[config.mk]
export PLATFORM = sky130hd
export DESIGN_NAME = word_compare_unit
export DESIGN_NICKNAME = d
export VERILOG_FILES = /design/src/verilog/word_compare_pkg.sv /design/src/verilog/bcd_pointer.sv /design/src/verilog/magnitude_compare.sv /design/src/verilog/word_compare_unit.sv
export SDC_FILE = /design/constraint.sdc
export NUM_CORES = 1
export LEC_CHECK = 0
export BUFFER_PORTS_ARGS = -buffer_cell sky130_fd_sc_hd__clkbuf_2
export CAP_MARGIN = 40
export CORE_AREA = 2 2 222 224
export DETAILED_ROUTE_END_ITERATION = 10
export DIE_AREA = 0 0 224 226
export SLEW_MARGIN = 25
export SYNTH_ARGS = -nofsm -noshare
export SYNTH_HDL_FRONTEND = slang
export SYNTH_HIERARCHICAL = 1
export SYNTH_SLANG_ARGS = --single-unit
export TNS_END_PERCENT = 100
[constraint.sdc]
create_clock -name core_clk -period 9.65 [get_ports core_clk]
set_input_delay 0 -clock core_clk [delete_from_list [all_inputs] [get_ports core_clk]]
set_output_delay 0 -clock core_clk [all_outputs]
set_load 0.02 [all_outputs]
[src/verilog/word_compare_pkg.sv]
package word_compare_pkg;

   localparam int ADDR_W = 16;
   localparam int DATA_W = 16;
   localparam int WIDE_W = 32;
   localparam int STEP_W = 6;

   // Opcodes as software writes them into the command register.
   typedef enum logic [2:0] {
      OP_SINGLE    = 3'b000,
      OP_DOUBLE    = 3'b001,
      OP_RANGE     = 3'b010,
      OP_TABLE     = 3'b011,
      OP_PAIR      = 3'b100,
      OP_SINGLE_NI = 3'b101,
      OP_DOUBLE_NI = 3'b110,
      OP_ILLEGAL   = 3'b111
   } op_t;

   typedef enum logic [2:0] {
      ST_IDLE    = 3'b000,
      ST_PTR_RD  = 3'b001,
      ST_PTR_CAP = 3'b010,
      ST_FETCH   = 3'b011,
      ST_CAPT    = 3'b100,
      ST_WRITE   = 3'b101,
      ST_DONE    = 3'b110
   } state_t;

   // Register indices on the plain register port.
   localparam logic [3:0] REG_CMD      = 4'h0;
   localparam logic [3:0] REG_OP1      = 4'h1;
   localparam logic [3:0] REG_OP2      = 4'h2;
   localparam logic [3:0] REG_RES_ADDR = 4'h3;
   localparam logic [3:0] REG_IMM1_LO  = 4'h4;
   localparam logic [3:0] REG_IMM1_HI  = 4'h5;
   localparam logic [3:0] REG_IMM2_LO  = 4'h6;
   localparam logic [3:0] REG_IMM2_HI  = 4'h7;
   localparam logic [3:0] REG_FLAGS    = 4'h8;
   localparam logic [3:0] REG_RESULT   = 4'h9;
   localparam logic [3:0] REG_IRQ_STAT = 4'ha;
   localparam logic [3:0] REG_IRQ_MASK = 4'hb;

   // Command register fields.
   localparam int CMD_OP_LSB = 0;
   localparam int CMD_EXEC   = 3;
   localparam int CMD_BCD    = 4;
   localparam int CMD_IND1   = 5;
   localparam int CMD_IND2   = 6;
   localparam int CMD_IMM1   = 7;
   localparam int CMD_IMM2   = 8;
   localparam int CMD_W      = 9;

   // Flag register fields.
   localparam int FLG_GR   = 0;
   localparam int FLG_EQ   = 1;
   localparam int FLG_LE   = 2;
   localparam int FLG_ER   = 3;
   localparam int FLG_BUSY = 4;

   // Interrupt status and mask fields.
   localparam int IRQ_DONE = 0;
   localparam int IRQ_ERR  = 1;
   localparam int IRQ_W    = 2;

   // Operand fetches per operation.
   localparam logic [5:0] STEPS_SINGLE = 6'h02;
   localparam logic [5:0] STEPS_DOUBLE = 6'h04;
   localparam logic [5:0] STEPS_RANGE  = 6'h21;
   localparam logic [5:0] STEPS_TABLE  = 6'h11;
   localparam logic [5:0] STEPS_PAIR   = 6'h20;

   localparam logic [3:0] BCD_MAX_DIGIT = 4'h9;

endpackage

[src/verilog/bcd_pointer.sv]
`timescale 1ns/1ps
module bcd_pointer import word_compare_pkg::*; (
   input wire logic [DATA_W-1:0] word,
   output logic [ADDR_W-1:0] addr,
   output logic ok
);
   logic [ADDR_W-1:0] d3;
   logic [ADDR_W-1:0] d2;
   logic [ADDR_W-1:0] d1;
   logic [ADDR_W-1:0] d0;

   assign d3 = {12'h000, word[15:12]};
   assign d2 = {12'h000, word[11:8]};
   assign d1 = {12'h000, word[7:4]};
   assign d0 = {12'h000, word[3:0]};
   assign ok = (word[15:12] <= BCD_MAX_DIGIT) && (word[11:8] <= BCD_MAX_DIGIT) &&
               (word[7:4] <= BCD_MAX_DIGIT) && (word[3:0] <= BCD_MAX_DIGIT);
   assign addr = ADDR_W'(d3 * 16'd1000 + d2 * 16'd100 + d1 * 16'd10 + d0);
endmodule

[src/verilog/magnitude_compare.sv]
`timescale 1ns/1ps
module magnitude_compare import word_compare_pkg::*; (
   input wire logic [WIDE_W-1:0] lhs,
   input wire logic [WIDE_W-1:0] rhs,
   output logic gr,
   output logic eq,
   output logic le
);
   // Unsigned ordering also sorts valid BCD words correctly.
   assign gr = lhs > rhs;
   assign eq = lhs == rhs;
   assign le = lhs < rhs;
endmodule

[src/verilog/word_compare_unit.sv]
`timescale 1ns/1ps
// How it works
// RQ1 - Single compare drives greater, equal, less flags.
// RQ2 - Non-BCD indirect pointer in BCD mode raises error.
// RQ3 - Execution condition off: nothing changes.
// RQ4 - Double compare joins address+1 high, address low.
// RQ5 - Double compare sets exactly one flag.
// RQ6 - Double compare immediates fill both halves.
// RQ7 - Program places intermediate compares mid-line only.
// RQ8 - Program reads flags before later instructions.
// RQ9 - Non-intermediate single and double opcodes offered.
// RQ10 - Program supplies BCD against timer present values.
// RQ11 - Range compare sets bit for inclusive pair.
// RQ12 - Range bits outside their range cleared.
// RQ13 - Program keeps each lower limit below upper.
// RQ14 - Range base avoids last 31 area words.
// RQ15 - Zero result word sets the equal flag.
// RQ16 - Table compare sets bit on equal word.
// RQ17 - Table base avoids last 15 area words.
// RQ18 - Pairwise compare sets bit when words differ.
// RQ19 - Single and double compares are unsigned.
module word_compare_unit import word_compare_pkg::*; (
   input wire logic core_clk,
   input wire logic arst_n,
   input wire logic [3:0] reg_addr,
   input wire logic [DATA_W-1:0] reg_wdata,
   input wire logic reg_wr,
   input wire logic reg_rd,
   output logic [DATA_W-1:0] reg_rdata,
   input wire logic [DATA_W-1:0] mem_rdata,
   output logic mem_rd,
   output logic mem_wr,
   output logic [ADDR_W-1:0] mem_addr,
   output logic [DATA_W-1:0] mem_wdata,
   output logic greater_flag,
   output logic equal_flag,
   output logic less_flag,
   output logic error_flag,
   output logic irq
);

   state_t state_q;
   op_t op_q;
   logic [CMD_W-1:0] cmd_q;
   logic ptr_sel_q;
   logic [STEP_W-1:0] step_q;
   logic [ADDR_W-1:0] op1_q, op2_q, res_addr_q, base_a_q, base_b_q;
   logic [DATA_W-1:0] imm1_lo_q, imm1_hi_q, imm2_lo_q, imm2_hi_q;
   logic [WIDE_W-1:0] a_val_q, b_val_q;
   logic [DATA_W-1:0] hold_q, result_q;
   logic [IRQ_W-1:0] irq_stat_q, irq_mask_q, irq_evt;
   logic cmd_wr, start, last_step, imm_now, ptr_ok, cmp_gr, cmp_eq, cmp_le;
   logic [DATA_W-1:0] cap_data, imm_word;
   logic [ADDR_W-1:0] ptr_addr;
   logic [4:0] range_idx;
   logic [STEP_W-1:0] table_idx;

   // Both non-intermediate opcodes behave as their intermediate forms.
   function automatic op_t norm_op(input logic [2:0] code);
      unique case (code)
         OP_SINGLE_NI: norm_op = OP_SINGLE; // see RQ9
         OP_DOUBLE_NI: norm_op = OP_DOUBLE; // see RQ9
         default: norm_op = op_t'(code);
      endcase
   endfunction

   function automatic logic [ADDR_W-1:0] addr_of(input op_t op, input logic [STEP_W-1:0] k,
                                                 input logic [ADDR_W-1:0] a, input logic [ADDR_W-1:0] b);
      addr_of = a;
      unique case (op)
         OP_SINGLE: addr_of = (k == 6'h00) ? a : b;
         OP_DOUBLE: addr_of = (k[1] ? b : a) + {15'h0000, k[0]}; // see RQ4
         OP_RANGE, OP_TABLE: addr_of = (k == 6'h00) ? a : ADDR_W'(b + {10'h000, k} - 16'h0001);
         OP_PAIR: addr_of = (k[0] ? b : a) + {11'h000, k[5:1]};
         default: addr_of = a;
      endcase
   endfunction

   assign cmd_wr = reg_wr && (reg_addr == REG_CMD);
   // A command with the execution condition off is simply dropped.
   assign start = cmd_wr && (state_q == ST_IDLE) && reg_wdata[CMD_EXEC] &&
                  (reg_wdata[CMD_OP_LSB +: 3] != OP_ILLEGAL); // see RQ3
   assign last_step = (step_q == ((op_q == OP_SINGLE) ? STEPS_SINGLE - 6'h01 :
                                  (op_q == OP_DOUBLE) ? STEPS_DOUBLE - 6'h01 :
                                  (op_q == OP_RANGE) ? STEPS_RANGE - 6'h01 :
                                  (op_q == OP_TABLE) ? STEPS_TABLE - 6'h01 : STEPS_PAIR - 6'h01));

   always_comb begin
      imm_now = 1'b0;
      imm_word = imm1_lo_q;
      unique case (op_q)
         OP_SINGLE: begin
            imm_now = (step_q == 6'h00) ? cmd_q[CMD_IMM1] : cmd_q[CMD_IMM2];
            imm_word = (step_q == 6'h00) ? imm1_lo_q : imm2_lo_q;
         end
         OP_DOUBLE: begin
            // Immediates are eight digits wide and fill both halves.
            imm_now = step_q[1] ? cmd_q[CMD_IMM2] : cmd_q[CMD_IMM1]; // see RQ6
            imm_word = step_q[1] ? (step_q[0] ? imm2_hi_q : imm2_lo_q) : (step_q[0] ? imm1_hi_q : imm1_lo_q);
         end
         OP_RANGE, OP_TABLE: imm_now = (step_q == 6'h00) && cmd_q[CMD_IMM1];
         default: imm_now = 1'b0;
      endcase
   end

   assign cap_data = imm_now ? imm_word : mem_rdata;
   assign range_idx = 5'(step_q[5:1] - 5'h01);
   assign table_idx = 6'(step_q - 6'h01);

   magnitude_compare u_cmp (
      .lhs(a_val_q),
      .rhs(b_val_q),
      .gr(cmp_gr),
      .eq(cmp_eq),
      .le(cmp_le)
   );

   bcd_pointer u_ptr (
      .word(mem_rdata),
      .addr(ptr_addr),
      .ok(ptr_ok)
   );

   always_ff @(posedge core_clk or negedge arst_n) begin
      if (!arst_n) begin
         state_q <= ST_IDLE;
         ptr_sel_q <= 1'b0;
         step_q <= 6'h00;
      end else begin
         unique case (state_q)
            ST_IDLE: if (start) begin
               ptr_sel_q <= !reg_wdata[CMD_IND1];
               step_q <= 6'h00;
               state_q <= (reg_wdata[CMD_IND1] || reg_wdata[CMD_IND2]) ? ST_PTR_RD : ST_FETCH;
            end
            ST_PTR_RD: state_q <= ST_PTR_CAP;
            ST_PTR_CAP: begin
               if (cmd_q[CMD_BCD] && !ptr_ok) begin
                  state_q <= ST_DONE; // see RQ2
               end else if (!ptr_sel_q && cmd_q[CMD_IND2]) begin
                  ptr_sel_q <= 1'b1;
                  state_q <= ST_PTR_RD;
               end else begin
                  state_q <= ST_FETCH;
               end
            end
            ST_FETCH: state_q <= ST_CAPT;
            ST_CAPT: begin
               step_q <= 6'(step_q + 6'h01);
               if (!last_step) begin
                  state_q <= ST_FETCH;
               end else begin
                  state_q <= (op_q == OP_SINGLE || op_q == OP_DOUBLE) ? ST_DONE : ST_WRITE;
               end
            end
            ST_WRITE: state_q <= ST_DONE;
            ST_DONE: state_q <= ST_IDLE;
            default: state_q <= ST_IDLE;
         endcase
      end
   end

   always_ff @(posedge core_clk or negedge arst_n) begin
      if (!arst_n) begin
         cmd_q <= '0;
         op_q <= OP_SINGLE;
         op1_q <= '0;
         op2_q <= '0;
         res_addr_q <= '0;
         imm1_lo_q <= '0;
         imm1_hi_q <= '0;
         imm2_lo_q <= '0;
         imm2_hi_q <= '0;
         irq_mask_q <= '0;
      end else if (reg_wr) begin
         unique case (reg_addr)
            REG_CMD: if (start) begin
               cmd_q <= reg_wdata[CMD_W-1:0];
               op_q <= norm_op(reg_wdata[CMD_OP_LSB +: 3]);
            end
            REG_OP1: op1_q <= reg_wdata;
            REG_OP2: op2_q <= reg_wdata;
            REG_RES_ADDR: res_addr_q <= reg_wdata;
            REG_IMM1_LO: imm1_lo_q <= reg_wdata;
            REG_IMM1_HI: imm1_hi_q <= reg_wdata;
            REG_IMM2_LO: imm2_lo_q <= reg_wdata;
            REG_IMM2_HI: imm2_hi_q <= reg_wdata;
            REG_IRQ_MASK: irq_mask_q <= reg_wdata[IRQ_W-1:0];
            default: ;
         endcase
      end
   end

   // Operand bases, replaced by the resolved pointer when indirect.
   always_ff @(posedge core_clk or negedge arst_n) begin
      if (!arst_n) begin
         base_a_q <= '0;
         base_b_q <= '0;
      end else if (start) begin
         base_a_q <= op1_q;
         base_b_q <= op2_q;
      end else if (state_q == ST_PTR_CAP) begin
         if (!ptr_sel_q) begin
            base_a_q <= cmd_q[CMD_BCD] ? ptr_addr : mem_rdata;
         end else begin
            base_b_q <= cmd_q[CMD_BCD] ? ptr_addr : mem_rdata;
         end
      end
   end

   always_ff @(posedge core_clk or negedge arst_n) begin
      if (!arst_n) begin
         a_val_q <= '0;
         b_val_q <= '0;
         hold_q <= '0;
         result_q <= '0;
      end else if (start) begin
         result_q <= '0;
      end else if (state_q == ST_CAPT) begin
         unique case (op_q)
            OP_SINGLE: begin
               if (step_q == 6'h00) begin
                  a_val_q <= {16'h0000, cap_data}; // see RQ19
               end else begin
                  b_val_q <= {16'h0000, cap_data}; // see RQ19
               end
            end
            OP_DOUBLE: begin
               unique case (step_q[1:0])
                  2'b00: a_val_q[15:0] <= cap_data; // see RQ4
                  2'b01: a_val_q[31:16] <= cap_data; // see RQ4
                  2'b10: b_val_q[15:0] <= cap_data; // see RQ4
                  2'b11: b_val_q[31:16] <= cap_data; // see RQ4
               endcase
            end
            OP_RANGE: begin
               if (step_q == 6'h00) begin
                  a_val_q <= {16'h0000, cap_data};
               end else if (step_q[0]) begin
                  hold_q <= cap_data;
               end else begin
                  // Every bit is written, so a miss leaves it off.
                  result_q[range_idx[3:0]] <= (a_val_q[15:0] >= hold_q) && (a_val_q[15:0] <= cap_data); // see RQ11, RQ12
               end
            end
            OP_TABLE: begin
               if (step_q == 6'h00) begin
                  a_val_q <= {16'h0000, cap_data};
               end else begin
                  result_q[table_idx[3:0]] <= (cap_data == a_val_q[15:0]); // see RQ16
               end
            end
            OP_PAIR: begin
               if (!step_q[0]) begin
                  hold_q <= cap_data;
               end else begin
                  result_q[step_q[4:1]] <= (hold_q != cap_data); // see RQ18
               end
            end
            default: ;
         endcase
      end
   end

   always_ff @(posedge core_clk or negedge arst_n) begin
      if (!arst_n) begin
         greater_flag <= 1'b0;
         equal_flag <= 1'b0;
         less_flag <= 1'b0;
         error_flag <= 1'b0;
      end else if (start) begin
         error_flag <= 1'b0;
      end else if (state_q == ST_PTR_CAP && cmd_q[CMD_BCD] && !ptr_ok) begin
         error_flag <= 1'b1; // see RQ2
      end else if (state_q == ST_DONE && !error_flag && (op_q == OP_SINGLE || op_q == OP_DOUBLE)) begin
         greater_flag <= cmp_gr; // see RQ1, RQ5
         equal_flag <= cmp_eq; // see RQ1, RQ5
         less_flag <= cmp_le; // see RQ1, RQ5
      end else if (state_q == ST_WRITE) begin
         equal_flag <= (result_q == 16'h0000); // see RQ15
      end
   end

   always_ff @(posedge core_clk or negedge arst_n) begin
      if (!arst_n) begin
         mem_rd <= 1'b0;
         mem_wr <= 1'b0;
         mem_addr <= '0;
         mem_wdata <= '0;
      end else begin
         mem_rd <= (state_q == ST_PTR_RD) || (state_q == ST_FETCH && !imm_now);
         mem_wr <= (state_q == ST_WRITE);
         if (state_q == ST_PTR_RD) begin
            mem_addr <= ptr_sel_q ? op2_q : op1_q;
         end else if (state_q == ST_FETCH) begin
            mem_addr <= addr_of(op_q, step_q, base_a_q, base_b_q);
         end else if (state_q == ST_WRITE) begin
            mem_addr <= res_addr_q;
            mem_wdata <= result_q;
         end
      end
   end

   // An event in the cycle of a write-one-to-clear survives it.
   assign irq_evt = {(state_q == ST_PTR_CAP && cmd_q[CMD_BCD] && !ptr_ok), (state_q == ST_DONE)};

   always_ff @(posedge core_clk or negedge arst_n) begin
      if (!arst_n) begin
         irq_stat_q <= '0;
         irq <= 1'b0;
      end else begin
         irq_stat_q <= (irq_stat_q & ~((reg_wr && reg_addr == REG_IRQ_STAT) ? reg_wdata[IRQ_W-1:0] : '0)) | irq_evt;
         irq <= |(irq_stat_q & irq_mask_q);
      end
   end

   always_ff @(posedge core_clk or negedge arst_n) begin
      if (!arst_n) begin
         reg_rdata <= '0;
      end else if (!reg_rd) begin
         reg_rdata <= '0;
      end else begin
         unique case (reg_addr)
            REG_CMD: reg_rdata <= {7'h00, cmd_q};
            REG_OP1: reg_rdata <= op1_q;
            REG_OP2: reg_rdata <= op2_q;
            REG_RES_ADDR: reg_rdata <= res_addr_q;
            REG_IMM1_LO: reg_rdata <= imm1_lo_q;
            REG_IMM1_HI: reg_rdata <= imm1_hi_q;
            REG_IMM2_LO: reg_rdata <= imm2_lo_q;
            REG_IMM2_HI: reg_rdata <= imm2_hi_q;
            REG_FLAGS: reg_rdata <= {11'h000, state_q != ST_IDLE, error_flag, less_flag, equal_flag, greater_flag};
            REG_RESULT: reg_rdata <= result_q;
            REG_IRQ_STAT: reg_rdata <= {14'h0000, irq_stat_q};
            REG_IRQ_MASK: reg_rdata <= {14'h0000, irq_mask_q};
            default: reg_rdata <= '0;
         endcase
      end
   end
endmodule
Word level (Yosys, flattened, before mapping):

Cells that the tools add are included.
W data, S select, Z words.

* bitwise operators: 8
* multipliers: 3
* eq/ne operators: 48
* order comparisons: 14
* reduce and logical (&&, ||, !) cells: 72
* mux-type cells: 78
* add/subtract/negate cells: 10

Operators by type and width (count)
* $mux W16: 34
* $pmux W16 S12: 1
* $pmux W32 S2: 2
* $mux W32: 2
* $pmux W16 S2: 2
* $pmux W16 S4: 1
* $bwmux W16: 3
* $pmux W16 S3: 1
* $add A16 B16 Y16: 2
* $eq A32 B32 Y1: 1
* $gt A32 B32 Y1: 1
* $lt A32 B32 Y1: 1
* $mux W6: 4
* $reduce_and A2 Y1: 11
* $logic_and A1 B1 Y1: 20
* $reduce_and A5 Y1: 4
* $reduce_bool A2 Y1: 10
* $eq A3 B3 Y1 const B: 6
* $pmux W3 S6: 1
* $add A16 B1 Y16: 1
* $add A16 B4 Y16: 1
* $add A16 B5 Y16: 1
* $add A16 B6 Y16: 1
* $eq A16 B16 Y1: 1
* other kinds (51): 121

* logic and storage cells: 265
* output and inout port bits: 55
* input port bits: 40
* flip-flop bits (word level): 321

Logic depth before layout (Yosys ltp):

* depth after elaboration: 12
* depth in mapped cells: 23
* mapped depth without buffers: 19

Hierarchy:

Netlist, hierarchy kept.

By module, submodules not included
* word_compare_unit: area each 19363.6 um^2, sequential area each 8032.7 um^2, cells each 1985, times used 1
* bcd_pointer: area each 1734.2 um^2, sequential area each 0.0 um^2, cells each 191, times used 1
* magnitude_compare: area each 850.8 um^2, sequential area each 0.0 um^2, cells each 114, times used 1

Worst setup path before layout:

OpenSTA, ideal clock, no wires.

* path kind: reg2reg
* from: register step_q[1]
* to: register result_q[5]
* library setup time: 104 ps
* data required time: 9546 ps
* clock period less this slack: 4531 ps
* slack: 5119 ps
* arrival time: 4428 ps
* cell stages (with the launch flop): 21
* buffers on the path: 5
* cells stage by stage: dfrtp_1 -> buf_2 -> buf_2 -> inv_1 -> ha_1 -> buf_2 -> or3b_1 -> o211ai_4 -> buf_4 -> nand2_1 -> a31oi_1 -> inv_1 -> ha_1 -> nand4_1 -> or2_2 -> nor4_1 -> nor3_1 -> a22oi_1 -> inv_1 -> buf_1 -> a221oi_1

* cells in the longest elaborated chain, start to end: 12
* elaborated cells on any way between the ends: 43
* those cells by class: add/sub: 2; order compare: 7; eq/ne: 4; mux: 23; reduce/logical: 7

RTL lines
* from (decl): RTL line word_compare_unit.sv:46 `logic [STEP_W-1:0] step_q;`
* from (signal assigned): RTL line word_compare_unit.sv:149 `step_q <= 6'(step_q + 6'h01);`
* $logic_not A6 Y1
* $mux W1, or another cell as far along: RTL line word_compare_unit.sv:93 `imm_now = (step_q == 6'h00) ? cmd_q[CMD_IMM1] : cmd_q[CMD_IMM2];`
* $pmux W1 S3 or $pmux W16 S2 (tied branches): RTL line word_compare_unit.sv:91 `unique case (op_q)`
* $mux W16: RTL line word_compare_unit.sv:106 `assign cap_data = imm_now ? imm_word : mem_rdata;`
* $le A16 B16 Y1: RTL line word_compare_unit.sv:243 `result_q[range_idx[3:0]] <= (a_val_q[15:0] >= hold_q) && (a_val_q[15:0] <= cap_data);`
* $logic_and A1 B1 Y1: RTL line word_compare_unit.sv:243
* $bwmux W16: RTL line word_compare_unit.sv:243
* $mux W16: RTL line word_compare_unit.sv:239 `end else if (step_q[0]) begin`
* $mux W16: RTL line word_compare_unit.sv:237 `if (step_q == 6'h00) begin`
* $pmux W16 S3: RTL line word_compare_unit.sv:220 `unique case (op_q)`
* $mux W16: RTL line word_compare_unit.sv:219 `end else if (state_q == ST_CAPT) begin`
* $mux W16: RTL line word_compare_unit.sv:217 `end else if (start) begin`
* to (signal, indexed assignment): RTL line word_compare_unit.sv:243
* to (signal, indexed assignment): RTL line word_compare_unit.sv:250 `result_q[table_idx[3:0]] <= (cap_data == a_val_q[15:0]);`
* to (signal, indexed assignment): RTL line word_compare_unit.sv:257 `result_q[step_q[4:1]] <= (hold_q != cap_data);`
* to (decl): RTL line word_compare_unit.sv:50 `logic [DATA_W-1:0] hold_q, result_q;`

Several ways; a longest one is shown, not always the timed one. The select of a mux whose other input is x is not followed.
A chain may end at the register's enable or synchronous reset.

Worst setup path after layout:

* from: register step_q[1]
* to: register result_q[14]

Same word-level chain as after synthesis.

==> flow_metrics.tcl <==
set metrics [dict create \
    via_count 19300 \
    fin_skew_ps 36.7 \
    synth.most_common_cell "dfrtp_1" \
    postRouteAntennaNets 0 \
    fmax_ghz 0.178 \
    ys_ff_latch 321 \
    clock-root-buffer "clkbuf_16" \
    clk_latency_ps 580 \
    async_flop_share_pct 100 \
    status "completed" \
    end_kind "flip-flop" \
    path_clk_slew_ps 60 \
    synth_area_leaders "dfrtp_1 (37%), mux2_2 (9.0%), ha_1 (8.8%), nand2_1 (3.9%), o21ai_0 (3.4%)" \
    crit_type "flip-flop to flip-flop" \
    ys_warn_count 6 \
    rows 81 \
    fin_tns_setup_ps 0 \
    synth_cell_types 92 \
    power.density_nw_per_um2 260 \
    vdd_ir_drop_max_uv 153 \
    routedWlPerCell_um 26.7 \
    htree_levels 2 \
    die_w_um 224 \
    drt_iter0_drc 2365 \
    utilization_pct 51.2 \
    final_area_um2 24800 \
    drive_above_1_share_pct 18.5 \
    cp_max_fo 30 \
    dpl_cell_area_um2 23200 \
    post-dp-hpwl_um 59900 \
    gp_congestion 0.996 \
    drv_cap 0 \
    synth_top_area_cell "dfrtp_1" \
    leakage_nw 11.2 \
    grt_overflow 0 \
    syn-cell-area_um2 21900 \
    grt_usage_pct 31.9 \
    min_path_type "input port to flip-flop" \
    synth.avg_cell_area_um2 9.58 \
    crit_arrival_ps 6070 \
    flow.area_growth_from_synthesis_pct 12.8 \
    grt_max_degree 79 \
    yosys_most_used_dff "dfrtp_1" \
    max-slew-margin-rel_pct 40.5 \
    power.total_mw 6.44 \
    syn_nets 2503 \
    grt_pass1_wl_um 122000 \
    post-route-min-period_ps 5620 \
    syn_inst 2290 \
    synth_top_area_share_pct 36.6 \
    hold_viol 0 \
    ff_latch_area_um2 8040 \
    postCtsSetupBuffers 0 \
    synth_commonest_cells "dfrtp_1 (321), nand2_1 (229), mux2_2 (175), ha_1 (154), o21ai_0 (148)" \
    num-fill-cells 4463 \
    final.period_utilization_pct 58.3 \
    setup_violations 0 \
    drv_slew 0 \
    ys_seq_area_share_pct 36.6 \
    cts_tree "yes" \
    drt_pass1_iterations 6 \
    finish.net_count 2583 \
    die_h_um 226 \
    grt_antenna_before_repair 1 \
    critPathLaunchType "flip-flop" \
    cp.required_ps 10100 \
    cts_max_path_buffers 3 \
    worst_pin_slew_ps 867 \
    rsz0062_at_grt "no" \
    reg_top3 "a_val_q: 32 flops, b_val_q: 32 flops" \
    start_util_pct 45.4 \
    drt-total-wl_um 80600 \
    portBuffers 94 \
    fin_hold_ws_ps 31.6 \
    grt_pass1_vias 18700 \
    cts_buffers 39 \
    io_pins 95 \
    post-route-drc-count 0 \
    post_drt_via_cell_ratio 6.39 \
    cts_sinks 321 \
    dieArea_um2 50600 \
    coreArea_um2 48300 \
    synth_edf_count 0 \
    multi_input_area_um2 12900 \
    cts_resized 0 \
]
[final timing paths]
| check | from | to | slack, ps | depth (start not counted) |
|---|---|---|---|---|
| setup / recovery | step_q[1]$_DFFE_PN0P_ | result_q[14]$_DFFE_PN0P_ | 4030 | 17 |
| hold / removal | mem_rdata[6] | base_b_q[6]$_DFFE_PN0P_ | 30 | 5 |
| setup reg to reg | step_q[1]$_DFFE_PN0P_ | result_q[14]$_DFFE_PN0P_ | 4030 | 17 |
| hold reg to reg | cmd_q[3]$_DFFE_PN0P_ | cmd_q[3]$_DFFE_PN0P_ | 470 | 1 |
| max in group asynchronous | arst_n | mem_wdata[8]$_DFFE_PN0P_ | 7470 | 7 |
| min in group asynchronous | arst_n | base_b_q[7]$_DFFE_PN0P_ | 490 | 3 |
[timing repair]
item                                    in CTS  in global routing
hold buffers                                22                  0
endpoints found under the hold margin      203                  0
endpoints found under the setup margin       0                  0
[worst max-delay path: stages, from the launching register on]
cell	delay (ps)
dfrtp_2	690
inv_1	400
ha_1	430
nor2b_1	350
a31oi_1	150
o311ai_2	230
buf_4	340
nor2_1	70
a21oi_1	450
inv_1	160
ha_1	330
nand4_1	60
or2_2	330
nor4_1	290
nor3_1	70
a22oi_1	380
inv_1	360
a221oi_1	390
[report_power, final]
part	internal, mW	leakage, nW	switching, mW
logic	1.18	6.54	1.78
clock network	0.836	0.605	0.607
registers	1.60	4.08	0.438
[per-layer routing]
metal	vias to the layer above	track usage, %	routed length, um
met5	-	0	0
met4	0	11.9	3400
met3	192	6.22	7830
met2	1040	47.6	34500
met1	9515	45.8	34800
li1	8565	-	-
[layout make-up]
type | instances | share of cell area [%]
multi-input cells | 1694 | 51.9
repair buffers | 174 | 5.41
flip-flops and latches | 321 | 32.4
diodes | 2 | 0.0202
clock buffers | 56 | 4.52
clock inverters | 13 | 0.445
inverters | 140 | 2.12
well taps | 622 | 3.14
[cell families (layout without fill, tap and decap cells)]
| logic type | Yosys count | count (layout) | share of synthesized area, % |
|---|---|---|---|
| AO/OA/AOI/OAI | 671 | 671 | 21.1 |
| AND/OR/NAND/NOR | 524 | 524 | 11.3 |
| flip-flops | 321 | 321 | 36.6 |
| buffers and inverters | 275 | 383 | 5.07 |
| multiplexers | 244 | 244 | 12.2 |
| adder cells (fa/ha/maj) | 173 | 173 | 10.5 |
| XOR/XNOR | 81 | 81 | 3.23 |
| other | 1 | 3 | 0.0171 |
[placed cells by master, fill, tap and decap left out, drive strengths merged, types with 31 or more instances in the layout]
cell type,n
a21oi,123
xor2,31
nor2,110
xnor2,50
ha,154
mux2,177
a211oi,31
dfrtp,321
buf,58
inv,144
nor3,31
nand3,35
nand2,230
mux2i,67
o21ai,164
a22oi,51
a22o,42
clkbuf,150
a221oi,36
[metrics by stage]
stage	setup slack [ps]	std cells
CTS	4100	3014
finish	4030	3022
floorplan	5120	2290
detailed placement	4130	2923
global route	3620	3020
global placement	4310	2907
Power figures use the tool's default switching activity.
